<file path="src/hdl/cwt_pkg.sv">
// constants, types and register map of the carrier wave timer
// assumes a single clock domain and an apb slave port of 32 data bits

package cwt_pkg;

	// apb geometry
	localparam int ADDR_W = 8;
	localparam int DATA_W = 32;
	localparam int STRB_W = 4;

	// register byte offsets
	localparam logic [7:0] OFS_CTRL = 8'h00;
	localparam logic [7:0] OFS_LOAD = 8'h04;
	localparam logic [7:0] OFS_RELOAD = 8'h08;
	localparam logic [7:0] OFS_HIGH = 8'h0c;
	localparam logic [7:0] OFS_COUNT = 8'h10;
	localparam logic [7:0] OFS_SKIP = 8'h14;

	// control register fields (carrier_timer_control)
	localparam int CTRL_RUN_BIT = 0;
	localparam int CTRL_SRC_BIT = 1;
	localparam int CTRL_CARRIER_OUTPUT_PIN_BIT = 2;
	localparam int CTRL_EXP_BIT = 3;
	localparam int CTRL_W = 4;
	localparam logic [3:0] CTRL_RESET = 4'h0;

	// count read-back field positions
	localparam int RD_CNT_LSB = 0;
	localparam int RD_LOW_LSB = 8;
	localparam int RD_HIGH_LSB = 16;
	localparam int RD_STATE_LSB = 24;

	// skip register field
	localparam int SKIP_FLAG_BIT = 0;

	// counter defaults and reset values
	localparam int CNT_W_DEF = 8;
	localparam logic [7:0] CNT_RESET = 8'h00;

	// clocks of clk_i per period of the oscillator input
	localparam int XIN_DIV_DEF = 2;

	// phase of the counter, gray coded along stop, low, high, expansion
	typedef enum logic [1:0] {
		ST_STOP = 2'b00,
		ST_LOW = 2'b01,
		ST_HIGH = 2'b11,
		ST_EXT = 2'b10
	} cwt_state_t;

	// control bits as written by write_control_op
	typedef struct packed {
		logic high_interval_expansion_enable;
		logic carrier_generation_enable;
		logic source_select_bit;
		logic run_control_bit;
	} cwt_ctrl_t;

	// one apb request as seen by the slave
	typedef struct packed {
		logic [7:0] paddr;
		logic pwrite;
		logic [31:0] pwdata;
		logic [3:0] pstrb;
	} cwt_apb_req_t;

endpackage

</file>
<file path="src/hdl/cwt_carrier_timer.sv">
// carrier wave timer: 8-bit reload down counter with two reload registers
// assumes an apb master on clk_i and software that follows the start sequence
// assumes clk_i is an even multiple of the oscillator input so half periods are whole cycles

`timescale 1ns/10ps

// Operation
// - eight-bit down counter with a low-interval and a high-interval reload register
// - load operation writes counter and low-interval reload together
// - reload-again operation copies low-interval reload into the counter
// - high reload operation writes only the high-interval reload register
// - divider mode underflow sets flag, reloads from low-interval, keeps counting
// - divider mode divides the count source by low value plus one
// - carrier mode low phase from low reload, high phase from high reload
// - carrier starts low; each underflow sets flag and alternates reload source
// - without expansion the high phase lasts high value plus one periods
// - with expansion the high phase lasts high value plus one and a half periods
// - carrier low phase lasts low value plus one periods
// - underflow sets the underflow flag, testable by a skip operation
// - the flag clears when its skip is taken, unless an underflow sets it again in that same cycle
// - stopping during a high phase finishes that whole high phase first
// - source bit selects oscillator clock or oscillator clock divided by two
// - run bit one counts; zero stops and holds the count
module cwt_carrier_timer #(
	parameter int CNT_W = cwt_pkg::CNT_W_DEF,
	parameter int XIN_DIV = cwt_pkg::XIN_DIV_DEF
) (
	// clock and reset
	input wire logic clk_i,
	input wire logic resetn_i,
	// apb slave
	input wire logic psel_i,
	input wire logic penable_i,
	input wire logic pwrite_i,
	input wire logic [cwt_pkg::ADDR_W-1:0] paddr_i,
	input wire logic [cwt_pkg::DATA_W-1:0] pwdata_i,
	input wire logic [cwt_pkg::STRB_W-1:0] pstrb_i,
	output logic [cwt_pkg::DATA_W-1:0] prdata_o,
	output logic pready_o,
	output logic pslverr_o,
	// carrier and flag
	output logic carrier_output_pin_o,
	output logic second_underflow_flag_o
);

	// refuse geometries the read-back and prescaler cannot serve
	if (CNT_W < 2 || CNT_W > 8) begin : g_bad_cnt_w
		$error("cwt_carrier_timer: CNT_W must be 2 to 8");
	end
	if (XIN_DIV < 2 || (XIN_DIV % 2) != 0) begin : g_bad_xin_div
		$error("cwt_carrier_timer: XIN_DIV must be even and at least 2");
	end
	if (cwt_pkg::CTRL_W != $bits(cwt_pkg::cwt_ctrl_t)) begin : g_bad_ctrl_w
		$error("cwt_carrier_timer: control field width and struct disagree");
	end

	localparam int HW = $clog2(XIN_DIV + 1);

	// apb request bundle
	cwt_pkg::cwt_apb_req_t req;

	// bus state
	logic pready_reg;
	logic pready_next;
	logic pslverr_reg;
	logic pslverr_next;
	logic [cwt_pkg::DATA_W-1:0] prdata_reg;
	logic [cwt_pkg::DATA_W-1:0] prdata_next;

	// software visible storage
	cwt_pkg::cwt_ctrl_t ctrl_reg;
	cwt_pkg::cwt_ctrl_t ctrl_next;
	logic [CNT_W-1:0] low_interval_reload_reg;
	logic [CNT_W-1:0] low_interval_reload_next;
	logic [CNT_W-1:0] high_interval_reload_reg;
	logic [CNT_W-1:0] high_interval_reload_next;

	// counter core
	logic [CNT_W-1:0] count_reg;
	logic [CNT_W-1:0] count_next;
	cwt_pkg::cwt_state_t state_reg;
	cwt_pkg::cwt_state_t state_next;
	logic [HW-1:0] ext_reg;
	logic [HW-1:0] ext_next;
	logic carrier_reg;
	logic carrier_next;

	// decode wires
	logic access;
	logic done;
	logic wr_fire;
	logic rd_fire;
	logic lane0;
	logic hit_ctrl;
	logic hit_load;
	logic hit_reload;
	logic hit_high;
	logic hit_count;
	logic hit_skip;
	logic mapped;
	logic [cwt_pkg::DATA_W-1:0] rd_mux;

	// operation strobes
	logic write_control_op;
	logic load_counter_and_low_reload_op;
	logic reload_again_op;
	logic load_high_reload_op;
	logic skip_taken;

	// core wires
	logic tick;
	logic tick_en;
	logic at_zero;
	logic underflow;
	logic flag;
	logic [HW-1:0] half_last;
	logic [cwt_pkg::DATA_W-1:0] count_word;

	// phase decisions
	logic first_access;
	logic phase_end;
	logic ext_end;
	logic [CNT_W-1:0] count_dec;
	cwt_pkg::cwt_state_t resume_state;

	// bundle the request
	assign req.paddr = paddr_i;
	assign req.pwrite = pwrite_i;
	assign req.pwdata = pwdata_i;
	assign req.pstrb = pstrb_i;

	// apb phases: one wait cycle, then completion
	assign access = psel_i & penable_i;
	assign done = access & pready_reg;
	assign wr_fire = done & req.pwrite;
	assign rd_fire = done & ~req.pwrite;
	assign lane0 = req.pstrb[0];

	// address decode
	assign hit_ctrl = (req.paddr == cwt_pkg::OFS_CTRL);
	assign hit_load = (req.paddr == cwt_pkg::OFS_LOAD);
	assign hit_reload = (req.paddr == cwt_pkg::OFS_RELOAD);
	assign hit_high = (req.paddr == cwt_pkg::OFS_HIGH);
	assign hit_count = (req.paddr == cwt_pkg::OFS_COUNT);
	assign hit_skip = (req.paddr == cwt_pkg::OFS_SKIP);
	assign mapped = hit_ctrl | hit_load | hit_reload | hit_high | hit_count | hit_skip;

	// instruction equivalents taken at the completing edge
	assign write_control_op = wr_fire & hit_ctrl & lane0;
	assign load_counter_and_low_reload_op = wr_fire & hit_load & lane0;
	assign reload_again_op = wr_fire & hit_reload;
	assign load_high_reload_op = wr_fire & hit_high & lane0;
	// skip counts as taken only when the returned flag was one
	assign skip_taken = rd_fire & hit_skip & prdata_reg[cwt_pkg::SKIP_FLAG_BIT];

	// counter read-back word: count, both reloads and phase
	assign count_word = {6'h00, state_reg, 8'(high_interval_reload_reg), 8'(low_interval_reload_reg),
		8'(count_reg)};

	// read data selection
	// reload register reads back zero, it is an operation only
	assign rd_mux = hit_ctrl ? 32'(ctrl_reg) :
		hit_load ? 32'(low_interval_reload_reg) :
		hit_high ? 32'(high_interval_reload_reg) :
		hit_count ? count_word :
		hit_skip ? 32'(flag) :
		32'h0000_0000;

	// first access cycle, the one before ready
	assign first_access = access & ~pready_reg;

	// bus answer computed in the first access cycle
	assign pready_next = first_access;
	assign pslverr_next = first_access & ~mapped;
	assign prdata_next = (first_access & ~req.pwrite) ? rd_mux : prdata_reg;

	// control register update
	// upper write data bits are ignored
	assign ctrl_next = write_control_op ? cwt_pkg::cwt_ctrl_t'(req.pwdata[cwt_pkg::CTRL_W-1:0]) : ctrl_reg;

	// reload registers
	assign low_interval_reload_next = load_counter_and_low_reload_op ?
		req.pwdata[CNT_W-1:0] : low_interval_reload_reg;
	assign high_interval_reload_next = load_high_reload_op ?
		req.pwdata[CNT_W-1:0] : high_interval_reload_reg;

	// count source runs only in a counting phase
	assign tick_en = (state_reg == cwt_pkg::ST_LOW) | (state_reg == cwt_pkg::ST_HIGH);
	assign at_zero = (count_reg == '0);
	// half a count source period in clk_i cycles, minus one
	assign half_last = ctrl_reg.source_select_bit ? HW'(XIN_DIV - 1) : HW'(XIN_DIV / 2 - 1);

	// phase boundaries and where a finished high phase goes
	assign phase_end = tick & at_zero;
	assign ext_end = (ext_reg == '0);
	assign count_dec = count_reg - 1'b1;
	assign resume_state = ctrl_reg.run_control_bit ? cwt_pkg::ST_LOW : cwt_pkg::ST_STOP;

	// count source pulses
	cwt_tick_gen #(
		.XIN_DIV(XIN_DIV)
	) u_tick (
		.clk_i(clk_i),
		.resetn_i(resetn_i),
		.enable_i(tick_en),
		.src_div2_i(ctrl_reg.source_select_bit),
		.tick_o(tick)
	);

	// underflow flag with skip clear
	cwt_flag u_flag (
		.clk_i(clk_i),
		.resetn_i(resetn_i),
		.set_i(underflow),
		.clr_i(skip_taken),
		.flag_o(flag)
	);

	// phase machine and down counter
	always_comb begin
		state_next = state_reg;
		count_next = count_reg;
		ext_next = ext_reg;
		underflow = 1'b0;
		case (state_reg)
			cwt_pkg::ST_STOP: begin
				// count and reloads held while stopped
				if (ctrl_reg.run_control_bit) begin
					state_next = cwt_pkg::ST_LOW;
				end
			end
			cwt_pkg::ST_LOW: begin
				// a stop in the underflow cycle wins and drops that underflow
				if (!ctrl_reg.run_control_bit) begin
					state_next = cwt_pkg::ST_STOP;
				end else if (phase_end) begin
					underflow = 1'b1;
					if (ctrl_reg.carrier_generation_enable) begin
						// low phase done, the high phase counts next
						count_next = high_interval_reload_reg;
						state_next = cwt_pkg::ST_HIGH;
					end else begin
						count_next = low_interval_reload_reg;
					end
				end else if (tick) begin
					count_next = count_dec;
				end
			end
			cwt_pkg::ST_HIGH: begin
				// keeps counting after run falls until this high phase ends
				if (phase_end) begin
					underflow = 1'b1;
					count_next = low_interval_reload_reg;
					if (ctrl_reg.carrier_generation_enable && ctrl_reg.high_interval_expansion_enable) begin
						// half a period of high still owed after the last count
						state_next = cwt_pkg::ST_EXT;
						ext_next = half_last;
					end else if (ctrl_reg.run_control_bit) begin
						state_next = cwt_pkg::ST_LOW;
					end else begin
						state_next = cwt_pkg::ST_STOP;
					end
				end else if (tick) begin
					count_next = count_dec;
				end
			end
			cwt_pkg::ST_EXT: begin
				// extra half period of high before the low phase
				if (ext_end) begin
					state_next = resume_state;
				end else begin
					ext_next = ext_reg - 1'b1;
				end
			end
			default: begin
				// unused encodings fall back to stop
				state_next = cwt_pkg::ST_STOP;
			end
		endcase
		// software loads take priority over counting
		if (load_counter_and_low_reload_op) begin
			count_next = req.pwdata[CNT_W-1:0];
		end else if (reload_again_op) begin
			count_next = low_interval_reload_reg;
		end
	end

	// carrier high only in carrier mode during high or expansion
	assign carrier_next = ctrl_next.carrier_generation_enable &
		((state_next == cwt_pkg::ST_HIGH) | (state_next == cwt_pkg::ST_EXT));

	// apb answer registers
	always_ff @(posedge clk_i) begin
		if (!resetn_i) begin
			pready_reg <= 1'b0;
			pslverr_reg <= 1'b0;
			prdata_reg <= 32'h0000_0000;
		end else begin
			pready_reg <= pready_next;
			pslverr_reg <= pslverr_next;
			prdata_reg <= prdata_next;
		end
	end

	// software visible registers
	always_ff @(posedge clk_i) begin
		if (!resetn_i) begin
			ctrl_reg <= cwt_pkg::cwt_ctrl_t'(cwt_pkg::CTRL_RESET);
			low_interval_reload_reg <= CNT_W'(cwt_pkg::CNT_RESET);
			high_interval_reload_reg <= CNT_W'(cwt_pkg::CNT_RESET);
		end else begin
			ctrl_reg <= ctrl_next;
			low_interval_reload_reg <= low_interval_reload_next;
			high_interval_reload_reg <= high_interval_reload_next;
		end
	end

	// counter core registers
	always_ff @(posedge clk_i) begin
		if (!resetn_i) begin
			state_reg <= cwt_pkg::ST_STOP;
			count_reg <= CNT_W'(cwt_pkg::CNT_RESET);
			ext_reg <= '0;
			carrier_reg <= 1'b0;
		end else begin
			state_reg <= state_next;
			count_reg <= count_next;
			ext_reg <= ext_next;
			carrier_reg <= carrier_next;
		end
	end

	// outputs straight from flops
	assign prdata_o = prdata_reg;
	assign pready_o = pready_reg;
	assign pslverr_o = pslverr_reg;
	assign carrier_output_pin_o = carrier_reg;
	assign second_underflow_flag_o = flag;

endmodule

</file>
<file path="src/hdl/cwt_tick_gen.sv">
// count source pulse generator of the carrier wave timer
// assumes clk_i runs at XIN_DIV times the oscillator input rate

`timescale 1ns/10ps

module cwt_tick_gen #(
	parameter int XIN_DIV = cwt_pkg::XIN_DIV_DEF
) (
	// clock and reset
	input wire logic clk_i,
	input wire logic resetn_i,
	// control
	input wire logic enable_i,
	input wire logic src_div2_i,
	// count pulse
	output logic tick_o
);

	localparam int CW = $clog2(2 * XIN_DIV + 1);

	logic [CW-1:0] cnt_reg;
	logic [CW-1:0] cnt_next;
	logic [CW-1:0] last;

	// period is one oscillator cycle or two of them
	assign last = src_div2_i ? CW'(2 * XIN_DIV - 1) : CW'(XIN_DIV - 1);
	assign tick_o = enable_i & (cnt_reg == last);
	// held at zero while idle so the first pulse comes one full period after start
	assign cnt_next = (!enable_i || tick_o) ? '0 : cnt_reg + 1'b1;

	// prescaler counter
	always_ff @(posedge clk_i) begin
		if (!resetn_i) begin
			cnt_reg <= '0;
		end else begin
			cnt_reg <= cnt_next;
		end
	end

endmodule

</file>
<file path="src/hdl/cwt_flag.sv">
// sticky event flag, set by hardware and cleared by a taken skip
// assumes set and clear are one-cycle pulses in the clk_i domain

`timescale 1ns/10ps

module cwt_flag (
	// clock and reset
	input wire logic clk_i,
	input wire logic resetn_i,
	// events
	input wire logic set_i,
	input wire logic clr_i,
	// state
	output logic flag_o
);

	logic flag_reg;
	logic flag_next;

	// a set in the clearing cycle survives
	assign flag_next = set_i | (flag_reg & ~clr_i);
	assign flag_o = flag_reg;

	// flag storage
	always_ff @(posedge clk_i) begin
		if (!resetn_i) begin
			flag_reg <= 1'b0;
		end else begin
			flag_reg <= flag_next;
		end
	end

endmodule

</file>
<file path="config.mk">
export PLATFORM = sky130hd
export DESIGN_NAME = cwt_carrier_timer
export DESIGN_NICKNAME = d
export VERILOG_FILES = /design/src/hdl/cwt_pkg.sv /design/src/hdl/cwt_carrier_timer.sv /design/src/hdl/cwt_tick_gen.sv /design/src/hdl/cwt_flag.sv
export SDC_FILE = /design/constraint.sdc
export NUM_CORES = 1
export LEC_CHECK = 0
export ABC_AREA = 1
export BUFFER_PORTS_ARGS = -buffer_cell sky130_fd_sc_hd__buf_2
export CELL_PAD_IN_SITES_DETAIL_PLACEMENT = 1
export CELL_PAD_IN_SITES_GLOBAL_PLACEMENT = 1
export CORE_MARGIN = 5
export CORE_UTILIZATION = 30
export CTS_BUF_LIST = sky130_fd_sc_hd__clkbuf_2 sky130_fd_sc_hd__clkbuf_4 sky130_fd_sc_hd__clkbuf_8
export DETAILED_ROUTE_END_ITERATION = 6
export GPL_ROUTABILITY_DRIVEN = 0
export PLACE_DENSITY_LB_ADDON = 0.1
export SETUP_SLACK_MARGIN = 0.3
export SYNTH_ARGS = -nofsm -noshare
export SYNTH_HDL_FRONTEND = slang
export SYNTH_SLANG_ARGS = --single-unit
</file>
<file path="constraint.sdc">
create_clock -name clk_i -period 3.5 [get_ports clk_i]
set_clock_uncertainty 0.2 [all_clocks]
set_input_delay 0.7 -clock clk_i [delete_from_list [all_inputs] [get_ports clk_i]]
set_output_delay 0.7 -clock clk_i [all_outputs]
set_load 0.05 [all_outputs]
</file>
==> metrics.yaml <==
finalSetupViolations: 0
design_area_um2: 4240
dpl_cell_area_um2: 3980
numPortBuffers: 51
leakagePower_nw: 1.96
syn-mean-instance-area_um2: 6.63
die_area_um2: 14400
cts_hold_repair.buffers: 0
power_per_cell_area_nw_per_um2: 404
finalCritPeriodShare_pct: 61.9
tritoncts_num_sinks: 65
path_class: "in2reg"
ys.flop_type: "sky130_fd_sc_hd__dfxtp_1"
end_kind: "register"
fin_nets: 648
power_frac_comb_pct: 5.1
post_cts_buffers: 0
die_h_um: 120
final_cell_mix: "sky130_fd_sc_hd__nand2_1 (160), sky130_fd_sc_hd__dfxtp_1 (65), sky130_fd_sc_hd__a21oi_1 (54)"
n_antenna_cell: 0
met2_wirelength_um: 5650
synth-edff-count: 0
m1WireLength_um: 5960
drt_first_iter_violations: 141
hold_path.class: "reg2reg"
sequentialPowerShare_pct: 43.3
cts-buffers-inserted: 9
wl_met3_um: 396
cap_viol_max_count: 0
clk-insertion-delay-late_ns: 0.36
critPathArrivalTime_ns: 2.22
slew_violations: 0
detailed_place_hpwl_um: 9270
synth_seq_cells: 65
clockPowerShare_pct: 51.6
vias_in_the_first_global_route: 3643
swShare_pct: 23.8
synthToLayoutAreaGrowth_pct: 16.6
worst_slack_ns: 1.33
top_level_ports: 85
worst_ir_drop_vdd_v: 0.000239
transition_time_at_the_pin_with_the_least_slew_margin_ns: 0.730
final_routed_wirelength_um: 12100
pre_cts_slack_ns: 0.916
yosys_warnings: 0
mappedNetlistArea_um2: 3640
grt_start_max_net_pins: 38
synth-async-reset-ratio_pct: 0
drt_first_pass_iters: 4
vias: 3636
fp-row-count: 40
clockRootBuffer: "sky130_fd_sc_hd__clkbuf_8"
synth_cell_type_count: 38
detail-route-antenna-nets: 0
post_syn_instances: 549
post_route_cells_drive_above_1_share_pct: 18.8
cts_repair_resize_count: 0
global_route.usage.total_pct: 17.1
floorplan.core_area_um2: 12000
power_report.internal_total_mw: 1.31
layout.cells.most_common: "sky130_fd_sc_hd__nand2_1"
detail_route.drc_violations: 0
route.detailed.vias_per_inst: 4.87
data_required_time_at_the_worst_endpoint_ns: 3.55
max_transition_margin_pct: 51.2
initial_utilization_pct: 30.4
report.final.hold_viol_count: 0
highest_layer: "met4"
grt_setup_unrepaired: "false"
max_ffs_per_register: 26
power.net_switching_uw: 408
gr-total-overflow: 0
cp-start-kind: "primary input"
wire_length_of_the_first_global_routing_pass_um: 19500
status: "finished clean"
worstPathMaxFanout: 14
antenna_found_initial: 0
die_width_um: 120
ys_seq_area_share_pct: 35.8
avgRoutedWirePerCell_um: 16.2
cts.clk_slew.worst_paths_ns: 0.08
cts_max_level: 3
min_period_ns: 2.17
setup_tns_ns: 0
cts_tree: "done"
max_freq_mhz: 462
clockBufferDepth: 2
## critical path: stages
cell and delay, ns:
sky130_fd_sc_hd__buf_2 0.11, sky130_fd_sc_hd__inv_1 0.04, sky130_fd_sc_hd__nand2_1 0.12, sky130_fd_sc_hd__nor2_8 0.20
sky130_fd_sc_hd__nand3_2 0.37, sky130_fd_sc_hd__nand2_1 0.24, sky130_fd_sc_hd__nor2_4 0.09, sky130_fd_sc_hd__inv_2 0.12
sky130_fd_sc_hd__nand2_1 0.06, sky130_fd_sc_hd__a21oi_1 0.11, sky130_fd_sc_hd__nor2_1 0.05
## final cells by class
cell class | count | area, µm²
Clock buffer | 9 | 124
Clock inverter | 7 | 143
Fill cell | 1520 | 7720
Inverter | 61 | 231
Multi-Input combinational cell | 404 | 1980
Sequential cell | 65 | 1300
Tap cell | 147 | 184
Timing Repair Buffer | 54 | 278
## final timing paths
| check | cells after the start | to | slack [ns] | from |
|---|---|---|---|---|
| worst max-delay path | 11 | count_reg[4] | 1.33 | paddr_i[6] |
| worst min-delay path | 1 | u_tick.cnt_reg[0] | 0.26 | u_tick.cnt_reg[0] |
| worst max register to register | 9 | ext_reg[0] | 1.47 | count_reg[0] |
| worst min register to register | 1 | u_tick.cnt_reg[0] | 0.26 | u_tick.cnt_reg[0] |
## logic make-up after synthesis
group / count (synthesis) / share of synthesized area (%)
adders and majority gates: 4 / 1.38
AOI/OAI and AO/OA: 94 / 13.8
buffers and inverters: 85 / 10.2
other: 1 / 0.103
DFF: 65 / 35.8
xor gates and xnor gates: 2 / 0.482
and+or+nand+nor: 298 / 38.3
## layer usage
metal  track usage [%]  vias up
li1                  -     1845
met1              23.2     1727
met2              28.0       58
met3              3.49        6
met4              4.08        0
met5                 0        -
## metrics by stage
step	total power, mW	instances	hold slack (ns)	util, %
3_3_place_gp	0.847	731	0.225	33.3
4_1_cts	1.73	747	0.262	35.5
3_5_place_dp	0.848	731	0.245	33.3
5_1_grt	1.77	747	0.282	35.5
2_1_floorplan	0.825	554	0.217	-
6_report	1.71	747	0.255	35.5
## synth_stat cells, types with 2 or more instances
| cell | instances | share of area (%) |
|---|---|---|
| sky130_fd_sc_hd__nand2_1 | 160 | 17 |
| sky130_fd_sc_hd__dfxtp_1 | 65 | 36 |
| sky130_fd_sc_hd__a21oi_1 | 54 | 7.4 |
| sky130_fd_sc_hd__nand3_1 | 52 | 7.2 |
| sky130_fd_sc_hd__inv_1 | 49 | 5.1 |
| sky130_fd_sc_hd__nor2_1 | 45 | 4.6 |
| sky130_fd_sc_hd__o21ai_0 | 20 | 2.8 |
| sky130_fd_sc_hd__inv_2 | 11 | 1.1 |
| sky130_fd_sc_hd__o21ai_1 | 11 | 1.5 |
| sky130_fd_sc_hd__buf_4 | 10 | 2.1 |
| sky130_fd_sc_hd__nor2_4 | 10 | 3.1 |
| sky130_fd_sc_hd__nor3_1 | 7 | 0.96 |
| sky130_fd_sc_hd__clkbuf_1 | 6 | 0.62 |
| sky130_fd_sc_hd__buf_2 | 5 | 0.69 |
| sky130_fd_sc_hd__nor2_2 | 5 | 0.86 |
| sky130_fd_sc_hd__a21oi_2 | 4 | 0.96 |
| sky130_fd_sc_hd__ha_1 | 4 | 1.4 |
| sky130_fd_sc_hd__nand2_2 | 3 | 0.52 |
| sky130_fd_sc_hd__nand3b_1 | 3 | 0.62 |
| sky130_fd_sc_hd__nand4_1 | 3 | 0.52 |
| sky130_fd_sc_hd__a41oi_1 | 2 | 0.48 |
| sky130_fd_sc_hd__buf_1 | 2 | 0.21 |
| sky130_fd_sc_hd__nand2_4 | 2 | 0.62 |
| sky130_fd_sc_hd__xnor2_1 | 2 | 0.48 |
## power groups by stage
stage / clock, mW / sequential (mW) / combinational, mW
final: 0.885 / 0.742 / 0.0879
after global routing: 0.927 / 0.742 / 0.0962
after CTS: 0.898 / 0.742 / 0.0891
after detailed placement: 0 / 0.759 / 0.0886
after global placement: 0 / 0.759 / 0.0872
after floorplan: 0 / 0.767 / 0.0588
Note: power is estimated with default switching activity, not from simulation.
